## config.mk

```make
export PLATFORM = sky130hd
export DESIGN_NAME = sslc_strap_load_ctrl
export DESIGN_NICKNAME = d
export VERILOG_FILES = /design/src/verilog/sslc_strap_load_ctrl.v
export VERILOG_INCLUDE_DIRS = /design/src /design/src/verilog
export SDC_FILE = /design/constraint.sdc
export NUM_CORES = 1
export LEC_CHECK = 0
export ABC_CLOCK_PERIOD_IN_PS = 1900
export BUFFER_PORTS_ARGS = -buffer_cell sky130_fd_sc_hd__buf_2
export CORE_MARGIN = 3
export CORE_UTILIZATION = 40
export CTS_CLUSTER_DIAMETER = 60
export DETAILED_ROUTE_END_ITERATION = 8
export GPL_TIMING_DRIVEN = 0
export RECOVER_POWER = 50
export SLEW_MARGIN = 40
export SYNTH_ARGS = -nofsm -noshare
export SYNTH_HDL_FRONTEND = slang
export SYNTH_SLANG_ARGS = --single-unit
```

## constraint.sdc

```tcl
create_clock -name i_sys_clk -period 1.9 [get_ports i_sys_clk]
set_clock_uncertainty 0.05 [all_clocks]
set_input_delay 0.095 -clock i_sys_clk [delete_from_list [all_inputs] [get_ports i_sys_clk]]
set_output_delay 0.095 -clock i_sys_clk [all_outputs]
set_load 0.03 [all_outputs]
```

## src/verilog/sslc_defs.vh

```
// constants for the strap and eeprom load controller
// assumes a 25 MHz system clock and a 32-bit apb register bus
`ifndef SSLC_DEFS_VH
`define SSLC_DEFS_VH

// register indices, byte address is four times the index
`define SSLC_IDX_STATUS 6'h00
`define SSLC_IDX_MASK 6'h01
`define SSLC_IDX_INFO 6'h02
`define SSLC_IDX_XPT 6'h03
`define SSLC_IDX_SHARED 6'h05
`define SSLC_IDX_W 6

// shared register pin-control bit
`define SSLC_SH_PINCTL 1
`define SSLC_SH_W 8
`define SSLC_SH_RST 8'h00

// status and mask bits
`define SSLC_EV_W 3
`define SSLC_EV_LOAD_OK 0
`define SSLC_EV_LOAD_FAIL 1
`define SSLC_EV_HOLD 2
`define SSLC_EV_RST 3'h0

// strap level codes
`define SSLC_LVL_0 2'h0
`define SSLC_LVL_R 2'h1
`define SSLC_LVL_F 2'h2
`define SSLC_LVL_1 2'h3

// load state machine
`define SSLC_LD_IDLE 2'h0
`define SSLC_LD_RUN 2'h1
`define SSLC_LD_OK 2'h2
`define SSLC_LD_FAIL 2'h3

// input synchroniser layout
`define SSLC_NSYNC 10
`define SSLC_SY_ALO 0
`define SSLC_SY_AHI 2
`define SSLC_SY_MODE 4
`define SSLC_SY_SELA 6
`define SSLC_SY_SELB 7
`define SSLC_SY_REQ 8
`define SSLC_SY_SDC 9
`define SSLC_SYNC_RST 10'h3ff

// cycles for the filtered straps to settle before capture
`define SSLC_SETTLE 3'h4
`define SSLC_NPAIR 4
`define SSLC_ADDR_W 7
`define SSLC_EDGE_W 16

`endif

```

## src/verilog/sslc_strap_load_ctrl.v

```verilog
// strap decode, eeprom auto-load control, slave reset chain and cross-point select
// assumes an apb master on i_sys_clk and an smbus engine that reports load result
//
// The register addresses and the APB interface to the registers were decided locally.
`timescale 1ns/1ns
`default_nettype none
`include "sslc_defs.vh"

module sslc_strap_load_ctrl #(
	parameter [16*`SSLC_ADDR_W-1:0] ADDR_TABLE = {7'h2f, 7'h2e, 7'h2d, 7'h2c,
		7'h2b, 7'h2a, 7'h29, 7'h28, 7'h27, 7'h26, 7'h25, 7'h24,
		7'h23, 7'h22, 7'h21, 7'h20}
) (
	input wire i_sys_clk,
	input wire i_rst_n,
	input wire i_psel,
	input wire i_penable,
	input wire i_pwrite,
	input wire [31:0] i_paddr,
	input wire [31:0] i_pwdata,
	output reg [31:0] o_prdata,
	output reg o_pready,
	output reg o_pslverr,
	input wire [1:0] i_addr_strap_lo,
	input wire [1:0] i_addr_strap_hi,
	input wire [1:0] i_mgmt_mode_strap,
	input wire i_xpoint_sel_a,
	input wire i_xpoint_sel_b,
	input wire i_load_req_n,
	input wire i_mgmt_bus_clock_pin,
	input wire i_eeprom_ok,
	input wire i_eeprom_fail,
	output reg o_eeprom_start,
	output reg o_mgmt_sm_rst,
	output reg o_done_n,
	output reg o_done_oe_n,
	output reg [`SSLC_ADDR_W-1:0] o_target_addr,
	output reg o_master_mode,
	output reg o_test_mode,
	output reg [`SSLC_NPAIR-1:0] o_xpoint_cross,
	output reg o_irq
);

	wire [`SSLC_NSYNC-1:0] pins;
	wire [`SSLC_NSYNC-1:0] sync_rst;
	reg [`SSLC_NSYNC-1:0] sy1;
	reg [`SSLC_NSYNC-1:0] sy2;
	reg [`SSLC_NSYNC-1:0] sy3;
	reg [`SSLC_NSYNC-1:0] filt;
	reg [2:0] settle;
	reg captured;
	reg [3:0] strap_idx;
	reg [1:0] mode_lvl;
	reg [1:0] ld_state;
	reg [1:0] next_ld_state;
	reg [`SSLC_EV_W-1:0] status;
	reg [`SSLC_EV_W-1:0] mask;
	reg [`SSLC_SH_W-1:0] shared;
	reg [`SSLC_NPAIR-1:0] xpt_reg;
	reg [`SSLC_EDGE_W-1:0] edge_cnt;
	reg sdc_prev;
	reg hold_seen;
	wire master_mode;
	wire slave_mode;
	wire slave_hold;
	wire reg_rst;
	wire req_low;
	wire sdc_rise;
	wire apb_req;
	wire [`SSLC_IDX_W-1:0] idx;
	wire addr_ok;
	wire rd_status;
	wire [`SSLC_EV_W-1:0] ev_set;
	wire ev_ok;
	wire ev_fail;
	wire ev_hold;
	wire [`SSLC_NPAIR-1:0] pin_cross;
	reg [31:0] rd_mux;

	// load request and select pins are pulled up on the pad; request is active low, select pins are active high
	assign pins = {i_mgmt_bus_clock_pin, i_load_req_n, i_xpoint_sel_b, i_xpoint_sel_a,
		i_mgmt_mode_strap, i_addr_strap_hi, i_addr_strap_lo};

	// all stages reset to the pulled-up idle level so release gives no false edge
	assign sync_rst = `SSLC_SYNC_RST;

	// three stages per pin; the filtered value moves only when stages two and three agree
	genvar g;
	generate
		for (g = 0; g < `SSLC_NSYNC; g = g + 1) begin : g_sync
			always @(posedge i_sys_clk) begin
				if (!i_rst_n) begin
					sy1[g] <= sync_rst[g];
					sy2[g] <= sync_rst[g];
					sy3[g] <= sync_rst[g];
					filt[g] <= sync_rst[g];
				end else begin
					sy1[g] <= pins[g];
					sy2[g] <= sy1[g];
					sy3[g] <= sy2[g];
					if (sy2[g] == sy3[g]) begin
						filt[g] <= sy3[g];
					end
				end
			end
		end
	endgenerate

	assign req_low = ~filt[`SSLC_SY_REQ];
	assign master_mode = captured && (mode_lvl == `SSLC_LVL_F);
	assign slave_mode = captured && (mode_lvl == `SSLC_LVL_1);
	assign slave_hold = slave_mode && req_low;
	assign reg_rst = !i_rst_n || slave_hold;
	assign sdc_rise = filt[`SSLC_SY_SDC] && !sdc_prev;

	// straps are caught once after the filters settle and never again;
	// a slave-mode hold does not recapture since the address must persist
	always @(posedge i_sys_clk) begin
		if (!i_rst_n) begin
			settle <= 3'h0;
			captured <= 1'b0;
			strap_idx <= 4'h0;
			mode_lvl <= `SSLC_LVL_F;
		end else if (!captured) begin
			if (settle == `SSLC_SETTLE) begin
				captured <= 1'b1;
				strap_idx <= {filt[`SSLC_SY_AHI+1:`SSLC_SY_AHI],
					filt[`SSLC_SY_ALO+1:`SSLC_SY_ALO]};
				mode_lvl <= filt[`SSLC_SY_MODE+1:`SSLC_SY_MODE];
			end else begin
				settle <= settle + 3'h1;
			end
		end
	end

	always @(posedge i_sys_clk) begin
		if (!i_rst_n) begin
			o_target_addr <= {`SSLC_ADDR_W{1'b0}};
			o_master_mode <= 1'b0;
			o_test_mode <= 1'b0;
		end else begin
			// held at zero until capture so the address moves exactly once
			if (captured) begin
				o_target_addr <= ADDR_TABLE[strap_idx*`SSLC_ADDR_W +: `SSLC_ADDR_W];
			end
			o_master_mode <= master_mode;
			// reserved and test levels disable both master load and slave hold
			o_test_mode <= captured && (mode_lvl == `SSLC_LVL_R);
		end
	end

	// load sequencer: a failed load retries only after the request is released
	always @* begin
		next_ld_state = ld_state;
		case (ld_state)
			`SSLC_LD_IDLE: begin
				if (master_mode && req_low) begin
					next_ld_state = `SSLC_LD_RUN;
				end
			end
			`SSLC_LD_RUN: begin
				if (i_eeprom_ok) begin
					next_ld_state = `SSLC_LD_OK;
				end else if (i_eeprom_fail) begin
					next_ld_state = `SSLC_LD_FAIL;
				end
			end
			`SSLC_LD_OK: begin
				next_ld_state = `SSLC_LD_OK;
			end
			`SSLC_LD_FAIL: begin
				if (!req_low) begin
					next_ld_state = `SSLC_LD_IDLE;
				end
			end
			default: begin
				next_ld_state = `SSLC_LD_IDLE;
			end
		endcase
	end

	always @(posedge i_sys_clk) begin
		if (!i_rst_n) begin
			ld_state <= `SSLC_LD_IDLE;
			o_eeprom_start <= 1'b0;
		end else begin
			ld_state <= next_ld_state;
			o_eeprom_start <= (ld_state == `SSLC_LD_IDLE) &&
				(next_ld_state == `SSLC_LD_RUN);
		end
	end

	// done pin: push-pull in master mode, floats in slave mode until the first hold
	always @(posedge i_sys_clk) begin
		if (!i_rst_n) begin
			hold_seen <= 1'b0;
			o_done_n <= 1'b1;
			o_done_oe_n <= 1'b1;
			o_mgmt_sm_rst <= 1'b1;
		end else begin
			o_mgmt_sm_rst <= slave_hold;
			if (slave_hold) begin
				hold_seen <= 1'b1;
			end
			if (slave_mode) begin
				o_done_n <= 1'b0;
				o_done_oe_n <= !(hold_seen || slave_hold);
			end else if (master_mode) begin
				o_done_n <= (ld_state != `SSLC_LD_OK);
				o_done_oe_n <= 1'b0;
			end else begin
				o_done_n <= 1'b1;
				o_done_oe_n <= 1'b1;
			end
		end
	end

	// the bus clock only counts activity during a load; no timeout is derived from it
	always @(posedge i_sys_clk) begin
		if (reg_rst) begin
			sdc_prev <= 1'b1;
			edge_cnt <= {`SSLC_EDGE_W{1'b0}};
		end else begin
			sdc_prev <= filt[`SSLC_SY_SDC];
			if (sdc_rise && (ld_state == `SSLC_LD_RUN)) begin
				edge_cnt <= edge_cnt + {{(`SSLC_EDGE_W-1){1'b0}}, 1'b1};
			end
		end
	end

	// apb slave: one wait state, so pready and prdata both come from flops
	assign apb_req = i_psel && i_penable && !o_pready;
	assign idx = i_paddr[`SSLC_IDX_W+1:2];
	assign addr_ok = (i_paddr[1:0] == 2'h0) && (i_paddr[31:`SSLC_IDX_W+2] == 0) &&
		((idx == `SSLC_IDX_STATUS) || (idx == `SSLC_IDX_MASK) ||
		(idx == `SSLC_IDX_INFO) || (idx == `SSLC_IDX_XPT) ||
		(idx == `SSLC_IDX_SHARED));
	assign rd_status = apb_req && !i_pwrite && (idx == `SSLC_IDX_STATUS) && addr_ok;

	always @* begin
		rd_mux = 32'h0;
		case (idx)
			`SSLC_IDX_STATUS: begin
				rd_mux[`SSLC_EV_W-1:0] = status;
			end
			`SSLC_IDX_MASK: begin
				rd_mux[`SSLC_EV_W-1:0] = mask;
			end
			`SSLC_IDX_INFO: begin
				rd_mux = {edge_cnt, 1'b0, o_target_addr, o_test_mode,
					slave_mode, ld_state, mode_lvl, captured, master_mode};
			end
			`SSLC_IDX_XPT: begin
				rd_mux[`SSLC_NPAIR-1:0] = o_xpoint_cross;
			end
			`SSLC_IDX_SHARED: begin
				rd_mux[`SSLC_SH_W-1:0] = shared;
			end
			default: begin
				rd_mux = 32'h0;
			end
		endcase
	end

	always @(posedge i_sys_clk) begin
		if (!i_rst_n) begin
			o_pready <= 1'b0;
			o_pslverr <= 1'b0;
			o_prdata <= 32'h0;
		end else begin
			o_pready <= apb_req;
			o_pslverr <= apb_req && !addr_ok;
			o_prdata <= (apb_req && !i_pwrite && addr_ok) ? rd_mux : 32'h0;
		end
	end

	// a result outside a running load is ignored; ok wins if both pulse together
	assign ev_ok = (ld_state == `SSLC_LD_RUN) && i_eeprom_ok;
	assign ev_fail = (ld_state == `SSLC_LD_RUN) && !i_eeprom_ok && i_eeprom_fail;
	assign ev_hold = slave_hold && !hold_seen;
	assign ev_set = {ev_hold, ev_fail, ev_ok};

	// software registers; a slave-mode hold clears them like a reset
	always @(posedge i_sys_clk) begin
		if (reg_rst) begin
			mask <= `SSLC_EV_RST;
			shared <= `SSLC_SH_RST;
			xpt_reg <= {`SSLC_NPAIR{1'b0}};
		end else if (apb_req && i_pwrite && addr_ok) begin
			if (idx == `SSLC_IDX_MASK) begin
				mask <= i_pwdata[`SSLC_EV_W-1:0];
			end
			if (idx == `SSLC_IDX_SHARED) begin
				shared <= i_pwdata[`SSLC_SH_W-1:0];
			end
			if (idx == `SSLC_IDX_XPT) begin
				xpt_reg <= i_pwdata[`SSLC_NPAIR-1:0];
			end
		end
	end

	// hold event must survive the hold itself, so status clears on the system reset or a status read, not on the hold
	always @(posedge i_sys_clk) begin
		if (!i_rst_n) begin
			status <= `SSLC_EV_RST;
			o_irq <= 1'b0;
		end else begin
			status <= (rd_status ? `SSLC_EV_RST : status) | ev_set;
			o_irq <= |(status & mask);
		end
	end

	// pairs 0 and 2 are channels 0-1 and 4-5, pairs 1 and 3 are 2-3 and 6-7
	assign pin_cross = {filt[`SSLC_SY_SELB], filt[`SSLC_SY_SELA],
		filt[`SSLC_SY_SELB], filt[`SSLC_SY_SELA]};

	generate
		for (g = 0; g < `SSLC_NPAIR; g = g + 1) begin : g_xpt
			always @(posedge i_sys_clk) begin
				if (reg_rst) begin
					o_xpoint_cross[g] <= 1'b0;
				end else if (shared[`SSLC_SH_PINCTL]) begin
					o_xpoint_cross[g] <= pin_cross[g];
				end else begin
					o_xpoint_cross[g] <= xpt_reg[g];
				end
			end
		end
	endgenerate

endmodule
`default_nettype wire
```

==> reports/results.txt <==
Status - completed
Largest net degree at the start of global routing - 17
Slew headroom - 0.569
First-pass GRT wire length - 17900 um
Peak VDD IR - 0.831 mV
Slew Limit Fails - 0
Post-route DRC violation count - 0
Initial Utilization - 0.419
Area delta synth->final - 32.6%
Adder-Cell Fraction of Synth Area - 0.00767
Die Span Y - 117 um
Synth cell types - 51
Highest-delay cell along the critical path - or4_4
Async SR Flop Fraction - 0
Post-synthesis mux area share - 0.0614
Die width - 117 um
Grt ovf - 0
Post-synth EDFFs - 0
Reg2reg start - ld_state[1]
Xor and xnor fraction of the mapped netlist area - 0.0179
Biggest regs - o_prdata: 29 flops, edge_cnt: 16 flops
Final setup TNS - 0 ns
Ports - 133
Clock transition at path regs - 0.06 ns
R2R depth - 5
Worst Hold Endpoint - status[2]
Synthesis warning total - 0
Sequential area share after synthesis - 0.553
Final Non-Filler Cells - 806
CTS tree - built
Final setup fails - 0
Final Wtd Congestion - 0.810
H-tree depth - 4
PortBufs - 102
Mapped Cells - 499
Number of global-route vias before repair - 3903
Worst Max-Slew Pin Slew - 0.641 ns
Post-Synth Simple-Gate Area - 0.252
Hold Crit Class - in2reg
Initial DRC Count - 210
Reg with most FFs - o_prdata
Part of the cycle the worst path needs - 0.976
Die area - 13600 um^2
Pwr dens - 1050 nW/um^2
Worst path arrival time - 2.14 ns
Main combinational cell family by area after synthesis - simple AND/OR/NAND/NOR gates
MaxCap Viol Count - 0
DP Wirelength - 8230 um
CP Cell Sequence - nand4bb_1 > buf_6 > or4_4 > or3_4 > a21oi_2
R2r setup slk - 0.05 ns
Layout cell share with drive strength beyond 1 - 0.179
Setup slack at placement - -0.248 ns
CP max stage delay - 0.53 ns
DRT antenna net count - 0
Hold Path Depth - 3
Critical path type - reg2reg
Site Rows - 39
Clock Sinks - 135
Post-Syn Area - 4890 um^2
Synth Flop Type - dfxtp_1
R2r endpoint - edge_cnt[15]
Synth Area in Compound Gates - 0.0773
Fin crit period - 1.85 ns
Initial antenna violation count - 0
CP endpoint kind - flop
Min-delay src - i_pwrite
Core Area - 11700 um^2
ANT cells - 0
Mapped Avg Cell Area - 9.80 um^2
WL per Instance - 14.1 um
First drt pass iteration count - 4
Final WS setup - 0.0458 ns
Startpoint types - flop
#FFs+latches synth - 135
Total CTS buffers - 17
Fmax - 0.539 GHz
DRT Wirelength - 11300 um
Leak pwr - 0.00252 uW
Total track usage - 0.172
Final #Nets - 737
CTS max path bufs - 2
RSZ-0062 raised after global routing - no
Clock Root Buffer - clkbuf_16
Worst-Skew Late Latency - 0.41 ns
Number of flip-flops in the largest register - 29
Min Hold Slack - 0.0347 ns
Vias - 3946
Placed cell count - 748
Final hold violations - 0
Crit path max fanout - 6
Vias per cell - 4.90
Crit path required time - 2.19 ns
## how the worst max path moves through the flow
stage	slack, ns	cells after the start	startpoint	endpoint
2_1_floorplan	0.14	5	ld_state[1]	edge_cnt[15]
3_3_place_gp	-0.24	6	mode_lvl[0]	edge_cnt[13]
3_5_place_dp	-0.25	6	mode_lvl[0]	edge_cnt[13]
4_1_cts	-0.02	6	mode_lvl[0]	edge_cnt[13]
5_1_grt	0.001	5	ld_state[1]	edge_cnt[15]
6_report	0.05	5	ld_state[1]	edge_cnt[15]
## cells in the mapped netlist, types with 7 or more instances
cell type  number  area share
nor2_1         49       0.038
mux2i_1        30       0.061
nor4_1          9       0.012
nand4_1         7      0.0090
clkbuf_1       10      0.0077
nand2b_1       37       0.047
and2_1         24       0.031
dfxtp_1       135        0.55
buf_4           7       0.011
nand2_1        51       0.039
nand3_1         7      0.0072
o21ai_0        15       0.015
a21oi_1        30       0.031
inv_1           7      0.0054
## cells in the final DEF, fill, tap and decap left out, types with 9 or more instances in the layout
cell type	synthesis	final
a21oi_1	30	29
and2_1	24	23
buf_2	4	57
buf_4	7	13
clkbuf_1	10	56
clkbuf_16	0	17
dfxtp_1	135	131
dlygate4sd3_1	0	23
mux2i_1	30	30
nand2_1	51	51
nand2b_1	37	37
nor2_1	49	49
nor4_1	9	9
o21ai_0	15	15
## layout make-up
| type | instances | area (um^2) |
|---|---|---|
| fill | 1066 | 5170 |
| sequential | 135 | 2710 |
| multi-input combinational | 337 | 2080 |
| timing repair buffer | 132 | 734 |
| clock buffer | 20 | 447 |
| tap | 143 | 179 |
| clock inverter | 9 | 176 |
| buffer | 22 | 130 |
| inverter | 8 | 33.8 |
## worst max-delay path, delay by kind of cell (launching register included)
| family | cells | cell delay, ns |
|---|---|---|
| and+or+nand+nor | 3 | 1.11 |
| DFF | 1 | 0.36 |
| buffers and inverters | 1 | 0.15 |
| AOI/OAI and AO/OA | 1 | 0.11 |
## kinds of logic (layout without fill, tap and decap cells)
family | count (synthesis) | in the layout
AND/OR/NAND/NOR | 225 | 225
flip-flops | 135 | 135
AO/OA/AOI/OAI | 64 | 64
buffers and inverters | 31 | 191
multiplexers | 30 | 30
XOR/XNOR | 10 | 10
adder cells (fa/ha/maj) | 3 | 3
other | 1 | 5
## per-stage QoR
stage | total power, uW | util | area (um^2)
2_1_floorplan | 3260 | - | 4910
3_3_place_gp | 3380 | 0.480 | 5600
6_report | 6830 | 0.556 | 6490
3_5_place_dp | 3400 | 0.480 | 5600
4_1_cts | 6910 | 0.557 | 6490
5_1_grt | 7090 | 0.556 | 6490
## layer usage
metal / routed length (um) / vias up / track usage
met5: 0 / - / 0
met4: 82 / 0 / 0.0650
met3: 646 / 6 / 0.0741
li1: - / 2011 / -
met2: 5480 / 106 / 0.269
met1: 5120 / 1823 / 0.212
## report_power, final
part	leakage (uW)	total [uW]	switching [uW]	internal, uW
registers	0.00110	2960	48.4	2910
logic	0.00112	418	225	193
clock network	0.000302	3450	1120	2340
## what timing repair did
item / 4_1_cts / 5_1_grt
hold buffers: 23 / 0
setup buffers: 2 / 5
endpoints found under the hold margin: 29 / 0
endpoints found under the setup margin: 48 / 34
resized for setup: 10 / 10
pin swaps: 0 / 4
(Power assumes the default switching activity.)
